--- src/design/qtx_pkg.sv ---
// shared constants, tables and types for the serial transmit channel
package qtx_pkg;
   // timing: one serial bit per clk_sys cycle
   localparam int CLK_PERIOD_NS = 100;
   localparam int BIT_PERIOD_NS = 100;
   localparam int SDET_MIN_BITS = 40;
   localparam int SDET_MAX_BITS = 80;
   localparam int SDET_TIME_NS  = (SDET_MIN_BITS + SDET_MAX_BITS) / 2 * BIT_PERIOD_NS;
   localparam int SDET_CYCLES   = SDET_TIME_NS / CLK_PERIOD_NS;
   localparam int SDET_CNT_W    = 7;
   // fifo shape and word layout
   localparam int FIFO_WIDTH = 10;
   localparam int FIFO_DEPTH = 8;
   localparam int CHAR_HI    = 7;
   localparam int CTRL_BIT   = 8;
   localparam int SYNC_BIT   = 9;
   // character framing and reference divider
   localparam logic [3:0] LAST_BIT     = 4'h9;
   localparam logic [3:0] HALF_CHAR    = 4'h5;
   localparam logic [4:0] HALF_REF_X10 = 5'h04;
   localparam logic [4:0] HALF_REF_X20 = 5'h09;
   // word sync sequence
   localparam logic [3:0] SYNC_LAST  = 4'hF;
   localparam logic [3:0] SYNC_REV_A = 4'h1;
   localparam logic [3:0] SYNC_REV_B = 4'h3;
   // mode codes
   localparam logic [1:0] LOOPBACK_TX      = 2'h2;
   localparam logic [2:0] TX_TIMING_REFERENCE_CLOCK = 3'h0;
   // code points
   localparam logic [7:0] IDLE_BYTE = 8'hBC;
   localparam logic [1:0] IDLE_CTRL = 2'h1;
   localparam logic [9:0] K285_NEG  = 10'h17C;
   localparam logic [9:0] K285_POS  = 10'h283;
   localparam int X_HI = 4;
   localparam int Y_LO = 5;
   localparam int Y_HI = 7;
   localparam int BAL6  = 3;
   localparam int BAL4  = 2;
   localparam int BAL10 = 5;
   localparam logic [4:0] K28_X = 5'h1C;
   localparam logic [4:0] X11 = 5'h0B;
   localparam logic [4:0] X13 = 5'h0D;
   localparam logic [4:0] X14 = 5'h0E;
   localparam logic [4:0] X17 = 5'h11;
   localparam logic [4:0] X18 = 5'h12;
   localparam logic [4:0] X20 = 5'h14;
   localparam logic [2:0] Y7  = 3'h7;
   localparam logic [5:0] K28_6B = 6'h0F;
   localparam logic [5:0] D7_6B  = 6'h38;
   localparam logic [3:0] X3_4B  = 4'hC;
   localparam logic [3:0] A7_4B  = 4'h7;
   // negative-disparity codes, first transmitted bit in the msb
   localparam logic [5:0] ENC6_TABLE [32] = '{
      6'h27, 6'h1D, 6'h2D, 6'h31, 6'h35, 6'h29, 6'h19, 6'h38,
      6'h39, 6'h25, 6'h15, 6'h34, 6'h0D, 6'h2C, 6'h1C, 6'h17,
      6'h1B, 6'h23, 6'h13, 6'h32, 6'h0B, 6'h2A, 6'h1A, 6'h3A,
      6'h33, 6'h26, 6'h16, 6'h36, 6'h0E, 6'h2E, 6'h1E, 6'h2B};
   localparam logic [3:0] ENC4_TABLE [8] = '{
      4'hB, 4'h9, 4'h5, 4'hC, 4'hD, 4'hA, 4'h6, 4'hE};
   // transmit sequencing
   typedef enum logic {
      ST_DATA = 1'b0,
      ST_SYNC = 1'b1
   } qtx_tx_state_type;
endpackage

--- src/design/qtx_channel.sv ---
// one transmit channel with encoder, word sync, serializer and receive source select
`timescale 1ns/1ns
`default_nettype none
module qtx_channel (
   // clock and reset
   input  wire logic       clk_sys,
   input  wire logic       rst,
   // host character input
   input  wire logic [7:0] tx_char_in,
   input  wire logic       ctrl_char_sel,
   input  wire logic       word_sync_request,
   input  wire logic       tx_valid,
   output logic            tx_ready,
   // static configuration
   input  wire logic       special_char_enable,
   input  wire logic       codec_enable,
   input  wire logic       mult_sel,
   input  wire logic [2:0] tx_input_timing_select,
   output logic            tx_timing_error,
   output logic            comma_detect_enable,
   output logic            reference_clock,
   // serial transmit outputs
   input  wire logic       primary_out_enable,
   input  wire logic       redundant_out_enable,
   output logic            primary_serial_out,
   output logic            primary_out_oe,
   output logic            redundant_serial_out,
   output logic            redundant_out_oe,
   // serial receive side
   input  wire logic       primary_serial_in,
   input  wire logic       redundant_serial_in,
   input  wire logic       rx_source_select,
   input  wire logic [1:0] loopback_select,
   output logic            rx_serial_data,
   output logic            primary_signal_detect,
   output logic            redundant_signal_detect,
   output logic            rx_data_valid,
   output logic [1:0]      recovered_clock_pair
);
   import qtx_pkg::*;

   typedef struct packed {
      qtx_tx_state_type fsm;
      logic [3:0]       bit_cnt;
      logic [3:0]       sync_cnt;
      logic [4:0]       ref_cnt;
      logic             ref_clk;
      logic [9:0]       stage1;
      logic [9:0]       stage2;
      logic             rd;
      logic [9:0]       shift;
      logic             p_out;
      logic             p_oe;
      logic             r_out;
      logic             r_oe;
      logic             rx_data;
      logic             p_det;
      logic             r_det;
      logic             locked;
      logic [1:0]       rclk;
      logic             comma_en;
      logic             timing_err;
   } qtx_chan_state_type;

   qtx_chan_state_type st;
   qtx_chan_state_type next_st;
   logic               slot;
   logic               fifo_valid;
   logic [9:0]         fifo_data;
   logic               p_alive;
   logic               r_alive;
   logic               loop_on;
   logic [10:0]        enc;

   // number of ones in a code word
   function automatic int ones(input logic [9:0] v);
      int n;
      n = 0;
      for (int i = 0; i < 10; i++) begin
         n = n + int'(v[i]);
      end
      return n;
   endfunction

   // 8B/10B encode, returns {next running disparity, code with bit 0 sent first}
   function automatic logic [10:0] enc_8b10b(input logic [7:0] b, input logic k,
                                             input logic rd);
      logic [4:0] x;
      logic [2:0] y;
      logic [5:0] c6;
      logic [3:0] c4;
      logic       rd4;
      logic       k28;
      logic       alt;
      logic [9:0] msb_first;
      logic [9:0] code;
      x   = b[X_HI:0];
      y   = b[Y_HI:Y_LO];
      k28 = k && (x == K28_X);
      c6  = k28 ? K28_6B : ENC6_TABLE[x];
      if (rd && (ones({4'h0, c6}) != BAL6 || c6 == D7_6B)) begin
         c6 = ~c6;
      end
      rd4 = (ones({4'h0, c6}) != BAL6) ? !rd : rd;
      if (k28) begin
         rd4 = 1'b1;
      end
      alt = (y == Y7) && (k || (!rd4 && (x == X17 || x == X18 || x == X20)) ||
                          (rd4 && (x == X11 || x == X13 || x == X14)));
      c4  = alt ? A7_4B : ENC4_TABLE[y];
      if (rd4 && (ones({6'h00, c4}) != BAL4 || c4 == X3_4B)) begin
         c4 = ~c4;
      end
      if (k28 && rd) begin
         c4 = ~c4;
      end
      msb_first = {c6, c4};
      code      = {<<{msb_first}};
      return {(ones(code) != BAL10) ? !rd : rd, code};
   endfunction

   // character buffer between host and encoder, drained once per character
   qtx_fifo #(
      .WIDTH (FIFO_WIDTH),
      .DEPTH (FIFO_DEPTH)
   ) u_fifo (
      .clk_sys   (clk_sys),
      .rst       (rst),
      .in_valid  (tx_valid),
      .in_data   ({word_sync_request, ctrl_char_sel, tx_char_in}),
      .in_ready  (tx_ready),
      .out_valid (fifo_valid),
      .out_data  (fifo_data),
      .out_ready (slot)
   );

   // one-shots on both receive pins, monitored whether selected or not
   qtx_sig_detect u_pdet (
      .clk_sys (clk_sys),
      .rst     (rst),
      .din     (primary_serial_in),
      .alive   (p_alive)
   );
   qtx_sig_detect u_rdet (
      .clk_sys (clk_sys),
      .rst     (rst),
      .din     (redundant_serial_in),
      .alive   (r_alive)
   );

   // last bit of a character marks the character boundary
   assign slot    = (st.bit_cnt == LAST_BIT);
   assign loop_on = (loopback_select == LOOPBACK_TX);

   // encoder choice for the character held in stage one
   always_comb begin
      enc = enc_8b10b(IDLE_BYTE, 1'b1, st.rd);
      if (st.fsm == ST_SYNC) begin
         if (next_sync_rev(st.sync_cnt)) begin
            enc = enc_8b10b(IDLE_BYTE, 1'b1, !st.rd);
            enc[10] = st.rd;
         end
      end else if (st.stage1[SYNC_BIT]) begin
         enc = enc_8b10b(IDLE_BYTE, 1'b1, st.rd);
      end else if (!st.stage1[CTRL_BIT]) begin
         enc = enc_8b10b(st.stage1[CHAR_HI:0], 1'b0, st.rd);
      end else if (special_char_enable) begin
         enc = enc_8b10b(st.stage1[CHAR_HI:0], 1'b1, st.rd);
      end else begin
         enc = enc_8b10b(IDLE_BYTE, 1'b1, st.rd);
      end
   end

   // second and fourth characters of a sync sequence reverse disparity
   function automatic logic next_sync_rev(input logic [3:0] cnt);
      logic [3:0] n;
      n = 4'(cnt + 1'b1);
      return (n == SYNC_REV_A) || (n == SYNC_REV_B);
   endfunction

   // next state of the whole channel
   always_comb begin
      next_st = st;
      // bit framing and serial shift
      if (slot) begin
         next_st.bit_cnt = '0;
         next_st.shift   = codec_enable ? st.stage2 : st.stage1;
         next_st.stage1  = fifo_valid ? fifo_data :
                           (codec_enable ? {IDLE_CTRL, IDLE_BYTE} : K285_NEG);
         if (codec_enable) begin
            next_st.stage2 = enc[9:0];
            next_st.rd     = enc[10];
            case (st.fsm)
               ST_DATA: begin
                  if (st.stage1[SYNC_BIT]) begin
                     next_st.fsm      = ST_SYNC;
                     next_st.sync_cnt = '0;
                  end
               end
               ST_SYNC: begin
                  next_st.sync_cnt = 4'(st.sync_cnt + 1'b1);
                  if (next_st.sync_cnt == SYNC_LAST) begin
                     next_st.fsm = ST_DATA;
                  end
               end
               default: begin
                  next_st.fsm = ST_DATA;
               end
            endcase
         end else begin
            next_st.fsm = ST_DATA;
         end
      end else begin
         next_st.bit_cnt = 4'(st.bit_cnt + 1'b1);
         next_st.shift   = {1'b0, st.shift[9:1]};
      end
      // reference clock, half period of five or ten bits
      if (st.ref_cnt == (mult_sel ? HALF_REF_X20 : HALF_REF_X10)) begin
         next_st.ref_cnt = '0;
         next_st.ref_clk = !st.ref_clk;
      end else begin
         next_st.ref_cnt = 5'(st.ref_cnt + 1'b1);
      end
      // output drivers, disabled pins are released
      next_st.p_oe  = primary_out_enable;
      next_st.r_oe  = redundant_out_enable;
      next_st.p_out = primary_out_enable && st.shift[0];
      next_st.r_out = redundant_out_enable && st.shift[0];
      // receive source
      if (loop_on) begin
         next_st.rx_data = st.shift[0];
      end else begin
         next_st.rx_data = rx_source_select ? primary_serial_in : redundant_serial_in;
      end
      // detect and lock status follow the character timing
      if (slot) begin
         next_st.p_det  = p_alive;
         next_st.r_det  = r_alive;
         next_st.locked = loop_on || (rx_source_select ? p_alive : r_alive);
      end
      // recovered clock derived from framing, free of slivers
      next_st.rclk = {st.bit_cnt < HALF_CHAR, !(st.bit_cnt < HALF_CHAR)};
      // configuration status
      next_st.comma_en   = !codec_enable && special_char_enable;
      next_st.timing_err = (tx_input_timing_select != TX_TIMING_REFERENCE_CLOCK);
   end

   always_ff @(posedge clk_sys) begin
      if (rst) begin
         st <= '0;
      end else begin
         st <= next_st;
      end
   end

   // outputs straight from the state register
   assign primary_serial_out      = st.p_out;
   assign primary_out_oe          = st.p_oe;
   assign redundant_serial_out    = st.r_out;
   assign redundant_out_oe        = st.r_oe;
   assign rx_serial_data          = st.rx_data;
   assign primary_signal_detect   = st.p_det;
   assign redundant_signal_detect = st.r_det;
   assign rx_data_valid           = st.locked;
   assign recovered_clock_pair    = st.rclk;
   assign comma_detect_enable     = st.comma_en;
   assign tx_timing_error         = st.timing_err;
   assign reference_clock         = st.ref_clk;
endmodule
`default_nettype wire

--- src/design/qtx_fifo.sv ---
// small synchronous fifo holding host characters ahead of the encoder
`timescale 1ns/1ns
`default_nettype none
module qtx_fifo #(
   parameter int WIDTH = qtx_pkg::FIFO_WIDTH,
   parameter int DEPTH = qtx_pkg::FIFO_DEPTH
) (
   // clock and reset
   input  wire logic             clk_sys,
   input  wire logic             rst,
   // filling side
   input  wire logic             in_valid,
   input  wire logic [WIDTH-1:0] in_data,
   output logic                  in_ready,
   // draining side
   output logic                  out_valid,
   output logic      [WIDTH-1:0] out_data,
   input  wire logic             out_ready
);
   import qtx_pkg::*;
   localparam int PW = $clog2(DEPTH);
   localparam int CW = $clog2(DEPTH + 1);
   typedef struct packed {
      logic [DEPTH-1:0][WIDTH-1:0] mem;
      logic [PW-1:0]               wr_ptr;
      logic [PW-1:0]               rd_ptr;
      logic [CW-1:0]               count;
      logic                        full;
      logic                        empty;
   } qtx_fifo_state_type;
   qtx_fifo_state_type st;
   qtx_fifo_state_type next_st;
   logic push;
   logic pop;

   // handshakes on both sides
   assign push      = in_valid && !st.full;
   assign pop       = out_ready && !st.empty;
   assign in_ready  = !st.full;
   assign out_valid = !st.empty;
   assign out_data  = st.mem[st.rd_ptr];

   // pointer, count and flag update
   always_comb begin
      next_st = st;
      if (push) begin
         next_st.mem[st.wr_ptr] = in_data;
         next_st.wr_ptr = PW'((st.wr_ptr + 1'b1) % DEPTH);
      end
      if (pop) begin
         next_st.rd_ptr = PW'((st.rd_ptr + 1'b1) % DEPTH);
      end
      next_st.count = CW'(st.count + CW'(push) - CW'(pop));
      next_st.full  = (next_st.count == CW'(DEPTH));
      next_st.empty = (next_st.count == '0);
   end

   always_ff @(posedge clk_sys) begin
      if (rst) begin
         st       <= '0;
         st.empty <= 1'b1;
      end else begin
         st <= next_st;
      end
   end
endmodule
`default_nettype wire

--- src/design/qtx_sig_detect.sv ---
// retriggerable one-shot that reports transitions on a serial input
`timescale 1ns/1ns
`default_nettype none
module qtx_sig_detect (
   // clock and reset
   input  wire logic clk_sys,
   input  wire logic rst,
   // monitored line and result
   input  wire logic din,
   output logic      alive
);
   import qtx_pkg::*;
   typedef struct packed {
      logic                  prev;
      logic [SDET_CNT_W-1:0] cnt;
      logic                  alive;
   } qtx_sdet_state_type;
   qtx_sdet_state_type st;
   qtx_sdet_state_type next_st;

   assign alive = st.alive;

   // any edge restarts the time-out; density is not judged
   always_comb begin
      next_st      = st;
      next_st.prev = din;
      if (din != st.prev) begin
         next_st.cnt   = '0;
         next_st.alive = 1'b1;
      end else if (st.cnt == SDET_CNT_W'(SDET_CYCLES - 1)) begin
         next_st.alive = 1'b0;
      end else begin
         next_st.cnt = SDET_CNT_W'(st.cnt + 1'b1);
      end
   end

   always_ff @(posedge clk_sys) begin
      if (rst) begin
         st <= '0;
      end else begin
         st <= next_st;
      end
   end
endmodule
`default_nettype wire

--- config.mk ---
export PLATFORM = sky130hd
export DESIGN_NAME = qtx_channel
export DESIGN_NICKNAME = d
export VERILOG_FILES = /design/src/design/qtx_pkg.sv /design/src/design/qtx_channel.sv /design/src/design/qtx_fifo.sv /design/src/design/qtx_sig_detect.sv
export SDC_FILE = /design/constraint.sdc
export NUM_CORES = 1
export LEC_CHECK = 0
export BUFFER_PORTS_ARGS = -buffer_cell sky130_fd_sc_hd__buf_2
export CAP_MARGIN = 20
export CORE_MARGIN = 2
export CORE_UTILIZATION = 55
export DETAILED_ROUTE_END_ITERATION = 10
export GPL_TIMING_DRIVEN = 0
export MAX_ROUTING_LAYER = met4
export PLACE_DENSITY_LB_ADDON = 0.2
export SYNTH_ARGS = -nofsm -noshare
export SYNTH_HDL_FRONTEND = slang
export SYNTH_SLANG_ARGS = --single-unit
export TNS_END_PERCENT = 5
--- constraint.sdc ---
create_clock -name clk_sys -period 12.2 [get_ports clk_sys]
set_input_delay 1.22 -clock clk_sys [delete_from_list [all_inputs] [get_ports clk_sys]]
set_output_delay 1.22 -clock clk_sys [all_outputs]
set_load 0.05 [all_outputs]
==> results of run 1 <==
## final cells by class
type / count / area [um2] / share of cell area [%]
Clock buffer: 20 / 457 / 4.20
Buffer: 77 / 443 / 4.07
Timing Repair Buffer: 31 / 160 / 1.47
Sequential cell: 168 / 3370 / 31.0
Tap cell: 225 / 282 / 2.59
Multi-Input combinational cell: 754 / 5720 / 52.6
Clock inverter: 12 / 186 / 1.71
Inverter: 69 / 259 / 2.38
## synth_stat cells, types with 5 or more instances
cell / n / share of area (%)
a311o_1: 5 / 0.51
xnor2_1: 26 / 2.3
o21ai_0: 29 / 1.5
mux4_2: 20 / 4.6
clkbuf_8: 7 / 0.99
inv_1: 66 / 2.5
nand4_1: 5 / 0.32
nand3b_1: 7 / 0.54
and2_1: 7 / 0.45
a311oi_1: 9 / 0.81
nor2b_1: 14 / 0.90
clkbuf_1: 42 / 1.6
nand2b_1: 10 / 0.64
buf_2: 10 / 0.51
nor3_1: 18 / 0.92
a21oi_1: 56 / 2.9
buf_4: 7 / 0.54
or3_1: 9 / 0.58
dfxtp_1: 168 / 34
fa_1: 21 / 4.3
nor2_1: 117 / 4.5
a21o_1: 9 / 0.69
ha_1: 44 / 5.6
xor2_1: 17 / 1.5
a221oi_1: 5 / 0.45
buf_6: 6 / 0.69
mux2_2: 6 / 0.69
nor3b_1: 5 / 0.38
nand2_1: 105 / 4.0
nand3_1: 18 / 0.92
buf_1: 5 / 0.19
o211ai_1: 6 / 0.46
and3_1: 8 / 0.51
a211oi_1: 15 / 1.2
mux2i_1: 88 / 9.0
## worst min-delay path, stage by stage, from the launching register on
cell and delay (ns):
dfxtp_1 0.31, nand2_1 0.05, a21oi_1 0.05
## kinds of logic after synthesis
family                   after synthesis  share of synthesized area (%)
multiplexers                         116                           14.6
buffers and inverters                146                           7.18
AO/OA/AOI/OAI                        180                           13.0
XOR/XNOR                              43                           3.85
adder cells (fa/ha/maj)               65                           9.93
flip-flops                           168                           34.4
AND/OR/NAND/NOR                      350                           17.0
## stage by stage
step                      area [um2]  cells  setup WS [ns]  power, W
after floorplan                 9780   1068           1.76  0.000737
after global placement         10200   1321          0.493  0.000778
after detailed placement       10200   1322          0.336  0.000783
after CTS                      10800   1354          0.306   0.00136
after global routing           10900   1356         0.0404   0.00141
final                          10900   1356          0.619   0.00136
## worst max-delay path by stage
stage,from,endpoint,slack (ns)
after detailed placement,st[33],st[22],0.34
after global placement,st[33],st[22],0.49
final,st[33],st[22],0.62
after CTS,st[33],st[22],0.31
after floorplan,st[33],st[22],1.76
after global routing,st[33],st[22],0.04
## state kept, by name, indices dropped and copies added (netlist names), 2 cells and up
| signal | count |
|---|---|
| recovered_clock_pair | 2 |
| st | 45 |
| u_fifo.st | 92 |
| u_pdet.st | 8 |
| u_rdet.st | 8 |
## routing by layer
metal  track usage, %  vias to the layer above  wire length (um)
met5                -                        -                 0
met4             12.8                        0               820
met3             4.45                       55              1230
met2             44.6                      234             11800
met1             34.0                     3706             10600
li1                 -                     3803                 -
## timing repair
item,4_1_cts,5_1_grt
hold buffers,0,0
buffers inserted,0,2
endpoints found under the hold margin,0,0
setup endpoints to repair,0,1
resized for setup,0,3
## report_power, final
group | internal, W | switching (W)
combinational | 0.0000721 | 0.000103
clock | 0.000357 | 0.000227
sequential | 0.000578 | 0.0000193
total | 0.00101 | 0.000350
==> flow_metrics.env, run 1 <==
export IMPL_outcome="finished clean"
export IMPL_worst_setup_path_type="reg2reg"
export IMPL_layout_common_cells="dfxtp_1, nor2_1, nand2_1"
export IMPL_min_from="u_fifo.st[77]"
export IMPL_wl_per_cell_um=18.0
export IMPL_cp_num_cells=48
export IMPL_num_rows=48
export IMPL_clk_latency_ns=0.43
export IMPL_syn_area_um2=9780
export IMPL_rr_startpoint="st[33]"
export IMPL_crit_family="adder cells"
export IMPL_synth_seq_area_share_pct=34.4
export IMPL_async_reset_ff_share_pct=0
export IMPL_fmax_ghz=0.0863
export IMPL_diodes=0
export IMPL_grt_pass1_vias=7363
export IMPL_hold_depth=2
export IMPL_cts_made_buffers=17
export IMPL_path_buf_inv=13
export IMPL_drt_iter0_markers=633
export IMPL_whs_endpoint="u_fifo.st[77]"
export IMPL_cp_required_ns=12.48
export IMPL_die_w_um=137
export IMPL_cts_max_level=4
export IMPL_slew_viol_final=0
export IMPL_grt_overflow_total=0
export IMPL_port_buffers=28
export IMPL_design_die_area_um2=18900
export IMPL_clkSlewWorstSetupHoldPaths_ns=0.06
export IMPL_cpMostUsedCell="inv_1"
export IMPL_dr_total_vias=7798
export IMPL_synth_warnings=0
export IMPL_area_delta_synth_final_pct=11.2
export IMPL_via_per_inst=5.75
export IMPL_drive_gt1_share_pct=13.2
export IMPL_p_per_area_nw_per_um2=125
export IMPL_hold_violations=0
export IMPL_rrSetupSlack_ns=0.62
export IMPL_maxCapViolCount=0
export IMPL_synth_edf_count=0
export IMPL_slowest_delay_ns=0.55
export IMPL_syn_inst=1068
export IMPL_syn_nets=1159
export IMPL_cts_num_sinks=168
export IMPL_setup_viol=0
export IMPL_coreArea_um2=17400
export IMPL_globalplace_congestion=1.01
export IMPL_ys_ff_latch=168
export IMPL_hold_path_class="reg2reg"
export IMPL_drcViolationCount=0
export IMPL_worstPathArrival_ns=11.86
export IMPL_synth_cell_types=87
export IMPL_drt_total_wl_um=24400
export IMPL_cp_end_kind="register"
export IMPL_cts_tree="done"
export IMPL_antenna_found_initial=0
export IMPL_grt_max_degree=17
export IMPL_cp_slowest_cell="fa_1"
export IMPL_die_h_um=137
export IMPL_nNetsFinal=1209
export IMPL_crit_path_max_fanout=9
export IMPL_cts_buffer_depth=2
export IMPL_grt_first_pass_wirelength_um=38600
export IMPL_clock_skew_ns=0.00820
export IMPL_whs_ns=0.453
export IMPL_timing_final_crit_share_pct=94.9
export IMPL_track_usage_pct=27.6
export IMPL_synth_area_per_cell_um2=9.15
export IMPL_startpoint_type="register"
export IMPL_timing_rr_end="st[22]"
export IMPL_ir_drop_v=0.000104
export IMPL_cts_root_buf="clkbuf_16"
export IMPL_fin_crit_ns=11.58
export IMPL_firstDrtPassIters=5
export IMPL_n_fill_cell=1504
export IMPL_rsz0062_at_grt="no"
export IMPL_max_slew_margin_pct=30.5
export IMPL_synth_main_ff_cell="dfxtp_1"
export IMPL_worst_pin_slew_ns=1.03
export IMPL_dp_hpwl_um=17600
export IMPL_start_util_pct=56.3
export IMPL_p_leak_nw=4.42
export IMPL_fin_util_pct=62.6
export IMPL_antenna_left=0
export IMPL_final_common_cell="dfxtp_1"
export IMPL_ff2ff_path_depth=48
export IMPL_setup_tns_final_ns=0
export IMPL_ioPinCount=40
No activity file was read; power rests on OpenSTA's default activity.
==> inputs of run 2 (changes only) <==
- BUFFER_PORTS_ARGS: -buffer_cell sky130_fd_sc_hd__buf_2 -> -buffer_cell sky130_fd_sc_hd__buf_4
==> run 2 against run 1 <==
  * Sequential power about the same
  * Worst setup slack better by 0.014 ns
  * Routed wire length up 0.49%
  * Maximum frequency up 0.12%
  * Clock skew up 0.00094 ns
  * Hold slack better by 0.0019 ns
  * Register-to-register slack about the same
  * Flip-flop and latch count unchanged
  * Count of clock-buffer cells in the layout unchanged
  * Core utilization up 0.25 points
  * Clock power down 3.9%
  * Global-route usage up 0.18 points
  * Critical endpoint unchanged
==> flow_metrics.env, run 2 (synthesized netlist as in run 1, its figures left out) <==
export IMPL_outcome="finished clean"
export IMPL_intPower_w=0.000985
export IMPL_hold_path_class="reg2reg"
export IMPL_cts_num_sinks=168
export IMPL_finalInstanceArea_um2=10900
export IMPL_p_leak_nw=4.41
export IMPL_grt_first_pass_wirelength_um=38800
export IMPL_maxCapViolCount=0
export IMPL_crit_path_max_fanout=9
export IMPL_die_h_um=137
export IMPL_design_die_area_um2=18900
export IMPL_nNetsFinal=1209
export IMPL_seq_area_um2=3370
export IMPL_num_rows=48
export IMPL_cts_tree="done"
export IMPL_cp_slowest_cell="fa_1"
export IMPL_ir_drop_v=0.000110
export IMPL_drt_iter0_markers=592
export IMPL_top_register="u_fifo.st"
export IMPL_antenna_left=0
export IMPL_fin_crit_ns=11.57
export IMPL_n_fill_cell=1493
export IMPL_top_regs="u_fifo.st: 92 flops, st: 45 flops"
export IMPL_cp_required_ns=12.55
export IMPL_cts_root_buf="clkbuf_16"
export IMPL_hold_violations=0
export IMPL_die_w_um=137
export IMPL_whs_ns=0.455
export IMPL_port_buffers=28
export IMPL_slowest_delay_ns=0.54
export IMPL_worst_pin_slew_ns=1.03
export IMPL_firstDrtPassIters=5
export IMPL_grt_overflow_total=0
export IMPL_area_delta_synth_final_pct=11.6
export IMPL_seqPwrFrac_pct=44.6
export IMPL_timing_final_crit_share_pct=94.8
export IMPL_cts_max_level=4
export IMPL_antenna_found_initial=0
export IMPL_p_per_area_nw_per_um2=123
export IMPL_largest_register_ffs=92
export IMPL_worst_setup_path_type="reg2reg"
export IMPL_clock_skew_ns=0.00913
export IMPL_track_usage_pct=27.8
export IMPL_setup_viol=0
export IMPL_ioPinCount=40
export IMPL_fmax_ghz=0.0865
export IMPL_clk_latency_ns=0.43
export IMPL_slew_viol_final=0
export IMPL_dp_hpwl_um=17700
export IMPL_diodes=0
export IMPL_combPwrFrac_pct=13.4
export IMPL_cpMostUsedCell="inv_1"
export IMPL_final_common_cell="dfxtp_1"
export IMPL_start_util_pct=56.3
export IMPL_max_slew_margin_pct=30.8
export IMPL_drt_total_wl_um=24500
export IMPL_drive_gt1_share_pct=13.1
export IMPL_cts_buffer_depth=2
export IMPL_cp_end_kind="register"
export IMPL_grt_pass1_vias=7441
export IMPL_dp_cells=1322
export IMPL_dr_total_vias=7853
export IMPL_layout_common_cells="dfxtp_1, nor2_1, nand2_1"
export IMPL_p_switching_w=0.000354
export IMPL_drcViolationCount=0
export IMPL_multi_input_area_um2=5730
export IMPL_grt_max_degree=17
export IMPL_placed_cell_area_um2=10300
export IMPL_via_per_inst=5.79
export IMPL_clkSlewWorstSetupHoldPaths_ns=0.06
export IMPL_wl_per_cell_um=18.1
export IMPL_globalplace_congestion=1.00
export IMPL_fin_cells=1356
export IMPL_cts_made_buffers=17
export IMPL_pwr_share_clk_pct=41.9
export IMPL_swShare_pct=26.5
export IMPL_worstPathArrival_ns=11.91
export IMPL_coreArea_um2=17400
export IMPL_startpoint_type="register"
[run 2: metrics by stage]
step	worst slack [ns]	TNS (ns)	total power [W]	utilization (%)
detailed placement	0.336	0	0.000787	59.2
CTS	0.284	0	0.00134	62.7
floorplan	1.76	0	0.000737	-
finish	0.633	0	0.00134	62.9
global route	-0.0126	-0.0126	0.00139	62.9
global placement	0.485	0	0.000781	59.2
[run 2: final cells by class]
| cell class | instances | share of cell area (%) |
|---|---|---|
| multi-input combinational | 754 | 52.5 |
| inverter | 69 | 2.37 |
| clock inverter | 12 | 1.50 |
| timing repair buffer | 31 | 2.10 |
| clock buffer | 20 | 4.09 |
| tap | 225 | 2.58 |
| buffer | 77 | 4.06 |
| sequential | 168 | 30.8 |
[run 2: critical path, delay by kind of cell (launching register included)]
kind            cells  cell delay, ns
fa+ha+maj          16            5.95
compound gates      8            1.58
simple gates        5            1.26
buf+inv            13            1.06
xor+xnor            3            0.68
mux                 3            0.52
flops               1            0.43
[run 2: metal layers]
metal	up-vias	wire [um]	GRT usage, %
met5	-	0	-
met4	0	924	12.3
met3	59	1090	4.34
met2	221	11700	44.9
met1	3771	10800	34.5
li1	3802	-	-
[run 2: path summary, 6_finish.rpt]
path / from / endpoint / slack, ns / cells after the start
setup / recovery: st[33] / st[22] / 0.63 / 48
hold / removal: u_fifo.st[72] / u_fifo.st[72] / 0.45 / 2
setup reg to reg: st[33] / st[22] / 0.63 / 48
hold reg to reg: u_fifo.st[72] / u_fifo.st[72] / 0.45 / 2
[run 2: power groups by stage]
stage	Combinational [W]	Clock [W]	Sequential, W
3_5_place_dp	0.000178	0	0.000609
3_3_place_gp	0.000173	0	0.000608
5_1_grt	0.000197	0.000587	0.000601
4_1_cts	0.000180	0.000567	0.000597
2_1_floorplan	0.000129	0	0.000608
6_report	0.000180	0.000561	0.000598
[run 2: repair_timing]
item	CTS	global route
hold buffers	0	0
gates resized for setup	0	4
setup endpoints to repair	0	1
hold endpoints to repair	0	0
setup buffers	0	1
